--- config.mk ---
export PLATFORM = sky130hd
export DESIGN_NAME = term_run_ctl
export DESIGN_NICKNAME = d
export VERILOG_FILES = /design/src/term_ctl_pkg.sv /design/src/term_sync.sv /design/src/term_apb_regs.sv /design/src/term_run_ctl.sv
export SDC_FILE = /design/constraint.sdc
export NUM_CORES = 1
export LEC_CHECK = 0
export BUFFER_PORTS_ARGS = -buffer_cell sky130_fd_sc_hd__buf_2
export CAP_MARGIN = 20
export CORE_ASPECT_RATIO = 1.25
export CORE_MARGIN = 2
export CORE_UTILIZATION = 50
export CTS_CLUSTER_SIZE = 40
export DETAILED_ROUTE_END_ITERATION = 8
export PLACE_DENSITY = 0.68
export SETUP_SLACK_MARGIN = 0.05
export SLEW_MARGIN = 30
export SYNTH_ARGS = -nofsm -noshare
export SYNTH_HDL_FRONTEND = slang
export SYNTH_SLANG_ARGS = --single-unit
--- constraint.sdc ---
create_clock -name pclk -period 3.64 [get_ports pclk]
set_clock_uncertainty 0.05 [all_clocks]
set_input_delay 0 -clock pclk [delete_from_list [all_inputs] [get_ports pclk]]
set_output_delay 0 -clock pclk [all_outputs]
set_load 0.02 [all_outputs]
--- src/term_ctl_pkg.sv ---
// shared constants, field layouts and carrier types for terminal run control
`default_nettype none
package term_ctl_pkg;

  // clock rate and time figures
  localparam int          CLK_HZ         = 40_000_000;
  localparam int          DECEL_TIME_MS  = 15000;   // ramp-down time after reset
  localparam logic [31:0] DECEL_RESET_CYC =
    32'(DECEL_TIME_MS * (CLK_HZ / 1000));

  // register byte offsets
  localparam logic [7:0]  ADDR_CTRL      = 8'h00;
  localparam logic [7:0]  ADDR_DECEL     = 8'h04;
  localparam logic [7:0]  ADDR_CMD       = 8'h08;
  localparam logic [7:0]  ADDR_STATUS    = 8'h0c;

  // control register fields
  localparam int          CTRL_SRC_LSB   = 0;       // command_source_sel
  localparam int          CTRL_MODE_LSB  = 2;       // terminal_control_mode_sel
  localparam int          CTRL_INHIBIT   = 4;       // reverse_inhibit
  localparam int          CTRL_STOP_MODE = 5;       // stop_mode_sel
  localparam int          CTRL_THREE_FN  = 6;       // input_terminal_function_cfg
  localparam int          CTRL_W         = 7;
  localparam logic [6:0]  CTRL_RESET     = 7'h00;
  localparam int          CMD_EXT_STOP   = 0;

  // field encodings
  localparam logic [1:0]  SRC_TERMINAL   = 2'h1;
  localparam logic [1:0]  MODE_2L_LEVEL  = 2'h0;
  localparam logic [1:0]  MODE_2L_SPLIT  = 2'h1;
  localparam logic [1:0]  MODE_3L_SPLIT  = 2'h2;
  localparam logic [1:0]  MODE_3L_DIR    = 2'h3;
  localparam logic        STOP_FREE      = 1'b1;

  localparam int          TERM_W         = 4;

  typedef enum logic [3:0] {
    ST_IDLE  = 4'b0001,
    ST_FWD   = 4'b0010,
    ST_REV   = 4'b0100,
    ST_DECEL = 4'b1000
  } state_t;

  typedef struct packed {
    logic stop_key;    // panel stop key
    logic stop_term;   // stop_input_terminal
    logic dir;         // direction terminal
    logic run;         // run terminal
  } term_pins_t;

  typedef struct packed {
    logic [1:0]  src;
    logic [1:0]  mode;
    logic        inhibit;
    logic        stop_mode;
    logic        three_fn;
    logic [31:0] decel_cyc;
  } cfg_t;

  typedef struct packed {
    logic rearm_wait;
    logic coast;
    logic decel;
    logic reverse;
    logic run;
  } status_t;

  // two-line modes are 0 and 1
  function automatic logic is_two_line(input logic [1:0] mode);
    return (mode == MODE_2L_LEVEL) || (mode == MODE_2L_SPLIT);
  endfunction : is_two_line

endpackage : term_ctl_pkg
`default_nettype wire

--- src/term_sync.sv ---
// two-stage synchroniser for the terminal inputs
`default_nettype none
module term_sync
  import term_ctl_pkg::*;
(
  input  wire logic       pclk,        // system clock
  input  wire logic       presetn,     // async reset, active low
  input  wire logic       ce,          // clock enable
  input  wire term_pins_t pins_async,  // raw terminal levels
  output var  term_pins_t pins_sync    // synchronised levels
);

  wire logic [TERM_W-1:0] raw;
  wire logic [TERM_W-1:0] stage2;

  assign raw       = pins_async;
  assign pins_sync = stage2;

  // one flop pair per terminal, each pair owns its own flops
  genvar i;
  generate
    for (i = 0; i < TERM_W; i++) begin : g_bit
      logic s1;
      logic s2;
      always_ff @(posedge pclk or negedge presetn) begin
        if (!presetn) begin
          s1 <= 1'b0;
          s2 <= 1'b0;
        end else if (ce) begin
          s1 <= raw[i];
          s2 <= s1;
        end
      end
      assign stage2[i] = s2;
    end
  endgenerate

endmodule : term_sync
`default_nettype wire

--- src/term_apb_regs.sv ---
// apb slave holding control, ramp time, command and status registers
`default_nettype none
module term_apb_regs
  import term_ctl_pkg::*;
#(
  parameter logic [31:0] DECEL_RESET = DECEL_RESET_CYC
) (
  input  wire logic        pclk,      // system clock
  input  wire logic        presetn,   // async reset, active low
  input  wire logic        ce,        // clock enable
  input  wire logic        psel,      // apb select
  input  wire logic        penable,   // apb access phase
  input  wire logic        pwrite,    // apb direction
  input  wire logic [7:0]  paddr,     // apb byte address
  input  wire logic [31:0] pwdata,    // apb write data
  input  wire status_t     status,    // block state to read back
  output logic [31:0]      prdata,    // apb read data
  output logic             pready,    // apb ready
  output logic             pslverr,   // unmapped address
  output cfg_t             cfg,       // configuration to the core
  output logic             ext_stop   // one-cycle external stop
);

  logic [CTRL_W-1:0] ctrl;
  logic [31:0]       decel;
  logic [31:0]       next_rdata;

  // address decode and transfer phases
  wire access    = psel & penable;
  wire first_acc = access & ~pready;
  wire wr_take   = access & pready & pwrite;
  wire hit_ctrl  = paddr == ADDR_CTRL;
  wire hit_decel = paddr == ADDR_DECEL;
  wire hit_cmd   = paddr == ADDR_CMD;
  wire hit_stat  = paddr == ADDR_STATUS;
  wire mapped    = hit_ctrl | hit_decel | hit_cmd | hit_stat;

  // read mux, unused bits read as zero
  assign next_rdata = hit_ctrl  ? {25'h0, ctrl} :
                      hit_decel ? decel :
                      hit_stat  ? {27'h0, status} : 32'h0;

  // configuration fields
  assign cfg.src       = ctrl[CTRL_SRC_LSB +: 2];
  assign cfg.mode      = ctrl[CTRL_MODE_LSB +: 2];
  assign cfg.inhibit   = ctrl[CTRL_INHIBIT];
  assign cfg.stop_mode = ctrl[CTRL_STOP_MODE];
  assign cfg.three_fn  = ctrl[CTRL_THREE_FN];
  assign cfg.decel_cyc = decel;

  // one wait state, writes land at the completing edge
  always_ff @(posedge pclk or negedge presetn) begin
    if (!presetn) begin
      pready   <= 1'b0;
      pslverr  <= 1'b0;
      prdata   <= 32'h0;
      ctrl     <= CTRL_RESET;
      decel    <= DECEL_RESET;
      ext_stop <= 1'b0;
    end else if (ce) begin
      pready   <= first_acc;
      ext_stop <= wr_take & hit_cmd & pwdata[CMD_EXT_STOP];
      if (first_acc) begin
        prdata  <= pwrite ? 32'h0 : next_rdata;
        pslverr <= ~mapped;
      end
      if (wr_take & hit_ctrl) begin
        ctrl <= pwdata[CTRL_W-1:0];
      end
      if (wr_take & hit_decel) begin
        decel <= pwdata;
      end
    end
  end

endmodule : term_apb_regs
`default_nettype wire

--- src/term_run_ctl.sv ---
// terminal run, stop and direction command decoder
//
// How it works
// mode 0: run terminal level, direction selects reverse
// reverse inhibit set: direction terminal ignored outside mode 1
// mode 1: run forward, direction reverse, release stops
// mode 1: both terminals active means stop
// mode 1 inhibit: reverse terminal never starts drive
// stop key halts; rerun needs terminal cycled
// mode 2: edges start forward or reverse
// mode 2: stop contact normally closed, opening stops
// mode 3: run edge starts, direction level chooses
// mode 3: stop input level halts running
// three-line stop only when function configured
// terminal commands apply only under terminal source
// stop mode 1 coasts, 0 ramps down
// terminals pass two flops before any use
// operator holds each contact level at least two clock cycles
`default_nettype none
module term_run_ctl
  import term_ctl_pkg::*;
#(
  parameter logic [31:0] DECEL_RESET = DECEL_RESET_CYC
) (
  input  wire logic        pclk,                // system clock, 40 MHz
  input  wire logic        presetn,             // async reset, active low
  input  wire logic        ce,                  // clock enable, freezes all
  input  wire logic        psel,                // apb select
  input  wire logic        penable,             // apb access phase
  input  wire logic        pwrite,              // apb direction
  input  wire logic [7:0]  paddr,               // apb byte address
  input  wire logic [31:0] pwdata,              // apb write data
  output logic [31:0]      prdata,              // apb read data
  output logic             pready,              // apb ready
  output logic             pslverr,             // apb error
  input  wire logic        run_terminal,        // run input pin
  input  wire logic        direction_terminal,  // direction input pin
  input  wire logic        stop_input_terminal, // three-line stop pin
  input  wire logic        stop_key,            // panel stop key
  output logic             drive_run,           // drive running
  output logic             drive_reverse,       // direction is reverse
  output logic             drive_decel,         // ramping down
  output logic             drive_coast          // output cut, coasting
);

  term_pins_t pins_raw;
  term_pins_t pins;
  cfg_t       cfg;
  status_t    status;
  state_t     state;
  state_t     next_state;
  logic       ext_stop;
  logic       run_d;
  logic       dir_d;
  logic       rearm_wait;
  logic [31:0] decel_cnt;

  assign pins_raw.stop_key  = stop_key;
  assign pins_raw.stop_term = stop_input_terminal;
  assign pins_raw.dir       = direction_terminal;
  assign pins_raw.run       = run_terminal;

  // two-flop synchroniser
  term_sync u_sync (
    .pclk       (pclk),
    .presetn    (presetn),
    .ce         (ce),
    .pins_async (pins_raw),
    .pins_sync  (pins)
  );

  term_apb_regs #(
    .DECEL_RESET (DECEL_RESET)
  ) u_regs (
    .pclk     (pclk),
    .presetn  (presetn),
    .ce       (ce),
    .psel     (psel),
    .penable  (penable),
    .pwrite   (pwrite),
    .paddr    (paddr),
    .pwdata   (pwdata),
    .status   (status),
    .prdata   (prdata),
    .pready   (pready),
    .pslverr  (pslverr),
    .cfg      (cfg),
    .ext_stop (ext_stop)
  );

  assign status.rearm_wait = rearm_wait;
  assign status.coast      = drive_coast;
  assign status.decel      = drive_decel;
  assign status.reverse    = drive_reverse;
  assign status.run        = drive_run;

  // edge detect on synchronised levels, one event per edge
  wire run_rise = pins.run & ~run_d;
  wire dir_rise = pins.dir & ~dir_d;

  // mode and setting decode
  wire two_line  = is_two_line(cfg.mode);
  wire mode0     = cfg.mode == MODE_2L_LEVEL;
  wire mode1     = cfg.mode == MODE_2L_SPLIT;
  wire mode2     = cfg.mode == MODE_3L_SPLIT;
  wire rev_ok    = ~cfg.inhibit;
  wire running   = (state == ST_FWD) | (state == ST_REV);
  // terminal source gate
  wire from_term = cfg.src == SRC_TERMINAL;
  wire user_stop = pins.stop_key | ext_stop;

  // three-line stop honoured only when configured
  // mode 2 contact normally closed, mode 3 active level
  wire stop_level = cfg.three_fn & ~two_line &
                    (mode2 ? ~pins.stop_term : pins.stop_term);

  // mode 0 levels; mode 1 levels
  wire lvl_fwd = mode0 ? pins.run & ~(pins.dir & rev_ok)
                       : pins.run & ~pins.dir;
  wire lvl_rev = mode0 ? pins.run & pins.dir & rev_ok
                       : pins.dir & ~pins.run & rev_ok;
  wire lvl_req = lvl_fwd | lvl_rev;
  wire both_on = mode1 & pins.run & pins.dir;
  wire cmd_idle = ~pins.run & ~(mode1 & pins.dir & rev_ok);

  // reverse edge start in mode 2 only
  wire edge_rev = mode2 & dir_rise & rev_ok;

  // start and stop requests
  wire go = from_term & ~user_stop &
            (two_line ? lvl_req & ~rearm_wait
                      : (run_rise | edge_rev) & ~stop_level);
  wire halt = ~from_term | user_stop |
              (two_line ? ~lvl_req | rearm_wait : stop_level);

  // mode 3 level direction; mode 2 latest edge
  wire want_rev = two_line ? lvl_rev :
                  mode2    ? (edge_rev | (~run_rise & state == ST_REV)) :
                             pins.dir & rev_ok;

  // next state decision
  always_comb begin
    next_state = state;
    case (state)
      ST_IDLE: begin
        if (go) begin
          next_state = want_rev ? ST_REV : ST_FWD;
        end
      end
      ST_DECEL: begin
        if (go) begin
          next_state = want_rev ? ST_REV : ST_FWD;
        end else if (decel_cnt == 32'h0) begin
          next_state = ST_IDLE;
        end
      end
      ST_FWD, ST_REV: begin
        // free stop or ramp
        if (halt) begin
          next_state = (cfg.stop_mode == STOP_FREE) ? ST_IDLE : ST_DECEL;
        end else begin
          next_state = want_rev ? ST_REV : ST_FWD;
        end
      end
      default: next_state = ST_IDLE;
    endcase
  end

  wire next_run   = (next_state == ST_FWD) | (next_state == ST_REV);
  wire enter_dec  = running & (next_state == ST_DECEL);
  wire free_stop  = running & (next_state == ST_IDLE);

  // state, edge history and ramp counter
  always_ff @(posedge pclk or negedge presetn) begin
    if (!presetn) begin
      state     <= ST_IDLE;
      run_d     <= 1'b0;
      dir_d     <= 1'b0;
      decel_cnt <= 32'h0;
    end else if (ce) begin
      state <= next_state;
      run_d <= pins.run;
      dir_d <= pins.dir;
      // ramp-down length in cycles
      if (enter_dec) begin
        decel_cnt <= cfg.decel_cyc;
      end else if (state == ST_DECEL && decel_cnt != 32'h0) begin
        decel_cnt <= decel_cnt - 32'h1;
      end
    end
  end

  // stop lockout until the terminal is released
  always_ff @(posedge pclk or negedge presetn) begin
    if (!presetn) begin
      rearm_wait <= 1'b0;
    end else if (ce) begin
      if (two_line & user_stop & ~cmd_idle) begin
        rearm_wait <= 1'b1;
      end else if (cmd_idle | ~two_line) begin
        rearm_wait <= 1'b0;
      end
    end
  end

  // registered drive outputs
  always_ff @(posedge pclk or negedge presetn) begin
    if (!presetn) begin
      drive_run     <= 1'b0;
      drive_reverse <= 1'b0;
      drive_decel   <= 1'b0;
      drive_coast   <= 1'b0;
    end else if (ce) begin
      drive_run     <= next_run;
      drive_reverse <= (next_state == ST_REV) |
                       (next_state == ST_DECEL & drive_reverse);
      drive_decel   <= next_state == ST_DECEL;
      // coast holds until the next start
      drive_coast   <= free_stop | (drive_coast & ~next_run);
    end
  end
endmodule : term_run_ctl
`default_nettype wire

======== Word-level counts from Yosys, hierarchy flattened ========
Index checks and enable logic that the tools add are counted.
cells by class
  $add $sub $neg .......................... 1
  equal/unequal tests ..................... 14
  multiplexer cells ....................... 22
  bitwise operators ....................... 69
  reduce and logical (&&, ||, !) cells .... 14
operators by type and width
  operator                 count
  $mux W32                 5
  $and A1 B1 Y1            35
  $logic_not A32 Y1        1
  $reduce_bool A32 Y1      1
  $sub A32 B1 Y32 const B  1
  $mux W4                  5
  $not A1 Y1               19
  $eq A8 B4 Y1 const B     2
  $or A1 B1 Y1             15
  $pmux W4 S3              1
  $reduce_and A2 Y1        5
  $mux W1                  9
  $eq A4 B1 Y1 const B     2
  $eq A4 B2 Y1 const B     2
  $eq A4 B3 Y1 const B     2
  $eq A4 B4 Y1 const B     2
  $eq A8 B3 Y1 const B     1
  $logic_not A8 Y1         1
  $mux W5                  1
  $eq A2 B1 Y1 const B     2
  $reduce_bool A2 Y1       2
  $mux W3                  1
  $eq A2 B2 Y1 const B     1
  $logic_not A2 Y1         1
  3 further kinds          3
word-level totals
  register bits ........................... 125
  input port bits ......................... 50
  output and inout port bits .............. 38
  word-level logic and storage cells ...... 143

======== Depth between registers and ports, before layout ========
  word-level depth ........................ 17
  gate-level depth with buffers ........... 9
  mapped depth without buffers ............ 8

======== By module ========
Synthesis repeated with hierarchy kept, for this count alone.
unflattened totals
  cell total of the unflattened synthesis .. 612
  area, all modules ....................... 6526.3 µm²
modules (own cells, without submodules)
  module         instances  cells an instance  area an instance (µm²)  sequential area each (µm²)
  term_run_ctl   1          340                3108.0                  1077.3
  term_apb_regs  1          251                3056.7                  1864.3
  term_sync      1          21                 361.6                   200.2

======== Least setup slack after synthesis ========
OpenSTA, ideal clock, no wires.
  kind .................................... register to register
  start ................................... register decel_cnt[0]
  end ..................................... register decel_cnt[0]
  setup time .............................. 0.139 ns
  data arrival time ....................... 2.308 ns
  required time ........................... 3.451 ns
  setup slack ............................. 1.143 ns
  stages on the path, launching flop included .. 9
  buffers on the path ..................... 1
  clock period less this slack ............ 2.497 ns
  path through ............................ dfrtp_1 > inv_1 > ha_1 > or3b_2 > nor4_4 > a31oi_1 > o21ai_4 > buf_6 > a22oi_1
between the ends
  longest elaborated chain between the ends .. 8
  elaborated cells between the ends (all ways) .. 13
  those cells by class .................... 1 x add/sub; 1 x eq/ne; 5 x mux; 1 x bitwise; 5 x reduce/logical
ends and longest elaborated chain
  element                              line                 source
  start: declaration                   term_run_ctl.sv:56   logic [31:0] decel_cnt;
  start signal: assignment             term_run_ctl.sv:186  decel_cnt <= cfg.decel_cyc;
  start signal: assignment             term_run_ctl.sv:188  decel_cnt <= decel_cnt - 32'h1;
  $logic_not A32 Y1                    term_run_ctl.sv:153  end else if (decel_cnt == 32'h0) begin
  $mux W4                              term_run_ctl.sv:153
  $mux W4                              term_run_ctl.sv:151  if (go) begin
  $pmux W4 S3                          term_run_ctl.sv:144  case (state)
  $eq A4 B4 Y1                         term_run_ctl.sv:170  wire enter_dec = running & (next_state == ST_DECEL);
  $and A1 B1 Y1                        term_run_ctl.sv:170
  $reduce_bool A2 Y1 (no source line)  -
  $reduce_and A2 Y1 (no source line)   -
Several ways; a longest one is shown, not always the timed one. The select of a mux whose other input is x is not followed.
A chain may end at the register's enable or synchronous reset.

======== Worst setup path in the final report ========
  start ................................... register decel_cnt[0]
  end ..................................... register decel_cnt[31]
The elaborated chain is that of the path after synthesis.

==> summary.txt <==
Run status
  – Status: completed

Die
  – Core area: roughly 0.012 mm²
  – Die height: approximately 130 µm
  – IO Pins: between 80 and 90
  – Site Rows: 44
  – Die Area: approximately 0.013 mm²
  – Starting Density: around half
  – Die width: a little over 100 µm

Final layout
  – Most common cell after layout, fill and taps aside: dfrtp_1
  – Area of the multi-input gates: approximately 0.0027 mm²
  – Area growth from synthesis to layout: 25.2%
  – Sequential cell area: between 0.003 and 0.004 mm²
  – Final #Nets: roughly 730
  – Layout cells sized above 1: 28.9%
  – Fill cells: about 960
  – Ant. Diodes: 0
  – Most frequent cells in the layout: dfrtp_1, buf_2, mux2_2, nand2_1, dlygate4sd3_1
  – Post-route cell area: ~0.0075 mm²

STA
  – Slew HR: around half
  – Min Hold Slack: about 14 ps
  – Final slew viol count: 0
  – Fin crit period: about 3100 ps
  – Total negative slack: 0 ps
  – Highest achievable clock rate: approximately 320 MHz
  – Final Hold Viols: 0
  – RSZ-0062 raised after global routing: no
  – Final setup viols: 0
  – Worst slew pin tran: roughly 760 ps
  – Fin crit share: 86.1%

Detailed routing
  – Initial DRC count: approximately 410
  – Total Wirelength: around 15000 µm
  – Vias per cell: 5.87
  – Final ANT Viol Nets: 0
  – DRC Markers: 0
  – Drt pass-1 iters: 5
  – Per-cell routed wire length: approximately 17 µm
  – Vias after detailed routing: 5011

Clocking
  – CTS H-Tree Depth: 4
  – Clock transition at the registers of the reported paths: 50 ps
  – Clock Latency Late Sink: between 400 and 500 ps
  – CTS Buffer Depth: 2
  – CTS tree: yes
  – CTS resizes: 0
  – Clock tree root driver cell: clkbuf_16
  – Cts bufs inserted: 17
  – Clk sinks: 125

Worst setup path
  – Slowest CP cell: o21ai_4
  – Worst setup endpoint: decel_cnt[31]
  – CP startpoint kind: flip-flop
  – Reg2reg path depth: 8
  – WS Path Type: reg2reg
  – Reg2reg end: decel_cnt[31]
  – Crit-path cells: inv_1 > ha_1 > or3b_2 > nor4_4 > a31oi_1 > o21ai_4 > a21oi_1 > a2bb2oi_1
  – R2r startpoint: decel_cnt[0]
  – CP max stage delay: around 640 ps
  – Data required, critical path: approximately 3900 ps
  – R2R setup slack: approximately 510 ps
  – Peak fanout along the critical path: 25
  – Crit. Startpoint: decel_cnt[0]
  – CP Capture Type: flip-flop
  – Worst EP arrival: about 3400 ps

Synthesis
  – Top cells by area, synth: dfrtp_1, mux2_2, dfstp_2
  – Sequential area share after synthesis: between 50% and 60%
  – Yosys warnings: 0
  – Cell count after synthesis: 562
  – Biggest area consumer among synthesized cells: dfrtp_1
  – Avg Synthesized Cell Area: between 10 and 15 µm²
  – Yosys cell types: 67
  – Post-synth EDFFs: 0
  – Share of the synthesized area in the top cell type: 47.5%
  – Yosys reg bits: 125
  – Ys async rst share: 100%
  – Syn_nets: 613
  – Synth Flop Type: dfrtp_1
  – Mapped Area: roughly 0.006 mm²

Global route
  – Initial antenna violation count: 0
  – First-pass GRT wire length: between 20000 and 25000 µm
  – Overflow left after global routing: 0
  – Largest net degree at the start of global routing: 75
  – Vias in the first global route: ~5100
  – Tot GR Track Use: 24.5%

Run
  – Max Cap Violations: 0

Placed design
  – Post-DP HPWL: about 10000 µm
  – Final Wtd Congestion: a little over 0.9
  – Placed Instance Area: about 0.0066 mm²
  – I/O Buffers: 87

Power
  – Max VDD drop: approximately 0.33 mV
  – Leakage: around 3.4 nW
  – PD cells: roughly 560 mW/mm²

Worst hold path
  – Min-Delay Path Class: in2reg
==> cells by family after synthesis <==
| family | count (synthesis) | share of synthesized area (%) |
|---|---|---|
| adder cells (fa/ha/maj) | 1 | 0.208 |
| buffers and inverters | 45 | 3.46 |
| XOR/XNOR | 4 | 0.583 |
| multiplexers | 52 | 9.68 |
| AO/OA/AOI/OAI | 163 | 18.7 |
| flip-flops | 125 | 52.3 |
| AND/OR/NAND/NOR | 172 | 15.1 |
==> flip-flops by register name (all words and copies together) (netlist names) <==
register / cells
rearm_wait: 1
u_regs.pready: 1
u_regs.prdata: 32
dir_d: 1
drive_decel: 1
drive_coast: 1
decel_cnt: 32
u_regs.ctrl: 7
u_sync.g_bit.s2: 4
state: 4
run_d: 1
u_regs.pslverr: 1
drive_reverse: 1
drive_run: 1
u_regs.ext_stop: 1
u_sync.g_bit.s1: 4
u_regs.decel: 32
==> synthesized netlist by cell type, types with 3 or more instances <==
library cell	count
a31oi_1	4
mux2_2	49
buf_6	3
a22o_1	25
a2bb2oi_1	3
buf_2	5
a21oi_1	37
nor2b_1	3
and3_1	3
inv_1	12
nand4_1	4
nor4_1	18
or4_1	4
o311ai_0	8
o21a_1	5
clkbuf_1	22
nor2_1	27
nor3_1	26
nand2b_1	5
nand3_1	12
o211ai_1	9
o21ai_0	33
o22ai_1	11
mux2i_1	3
o2111ai_1	3
dfrtp_1	114
nor4b_1	4
a22oi_1	4
nand2_1	48
or3_1	4
dfstp_2	11
==> critical path: cells and delay by family, from the launching register on <==
kind / cells / cell delay (ps)
fa+ha+maj: 1 / 210
simple gates: 2 / 980
buf+inv: 1 / 110
compound gates: 4 / 1240
flops: 1 / 400
==> area by class of cell <==
| type | instances | share of cell area (%) |
|---|---|---|
| Timing Repair Buffer | 132 | 11.7 |
| Clock buffer | 20 | 6.20 |
| Tap cell | 161 | 2.68 |
| Inverter | 12 | 0.599 |
| Sequential cell | 125 | 41.8 |
| Multi-Input combinational cell | 392 | 35.5 |
| Clock inverter | 12 | 1.58 |
==> per-layer routing <==
layer  vias up  track usage [%]  routed length [µm]
li1       2376                -                   -
met1      2446             32.0                6520
met2       164             39.5                7400
met3        25             4.90                 616
met4         0             10.4                 358
met5         -                0                   0
==> power by group <==
part	switching, mW	leakage [nW]	internal, mW
Combinational	0.521	1.49	0.340
Sequential	0.184	1.64	1.54
Clock	0.606	0.291	1.05
Total	1.31	3.43	2.93
==> metrics by stage <==
stage,power (mW),worst slack (ps),utilization (%),cells
6_report,4.24,507,64.5,854
5_1_grt,4.46,273,64.5,854
4_1_cts,4.26,525,64.5,854
3_5_place_dp,2.56,545,56.2,784
3_3_place_gp,2.53,658,56.2,784
2_1_floorplan,2.31,1140,-,562
==> timing repair <==
item | in CTS | in global routing
hold buffers | 38 | 0
endpoints found under the setup margin | 0 | 0
buffers inserted | 0 | 0
hold endpoints to repair | 102 | 0
==> how the worst min path moves through the flow <==
stage                         from           endpoint  slack (ps)  depth (start not counted)
after floorplan            presetn       decel_cnt[0]        -350                          0
after global placement     presetn  u_regs.prdata[13]          10                          1
after detailed placement   presetn  u_regs.prdata[13]          30                          1
after CTS                 paddr[3]   u_regs.prdata[5]           2                          4
after global routing      paddr[1]     u_regs.pslverr          40                          4
final                         psel     u_regs.ctrl[0]          10                          5
(Power assumes the default switching activity.)
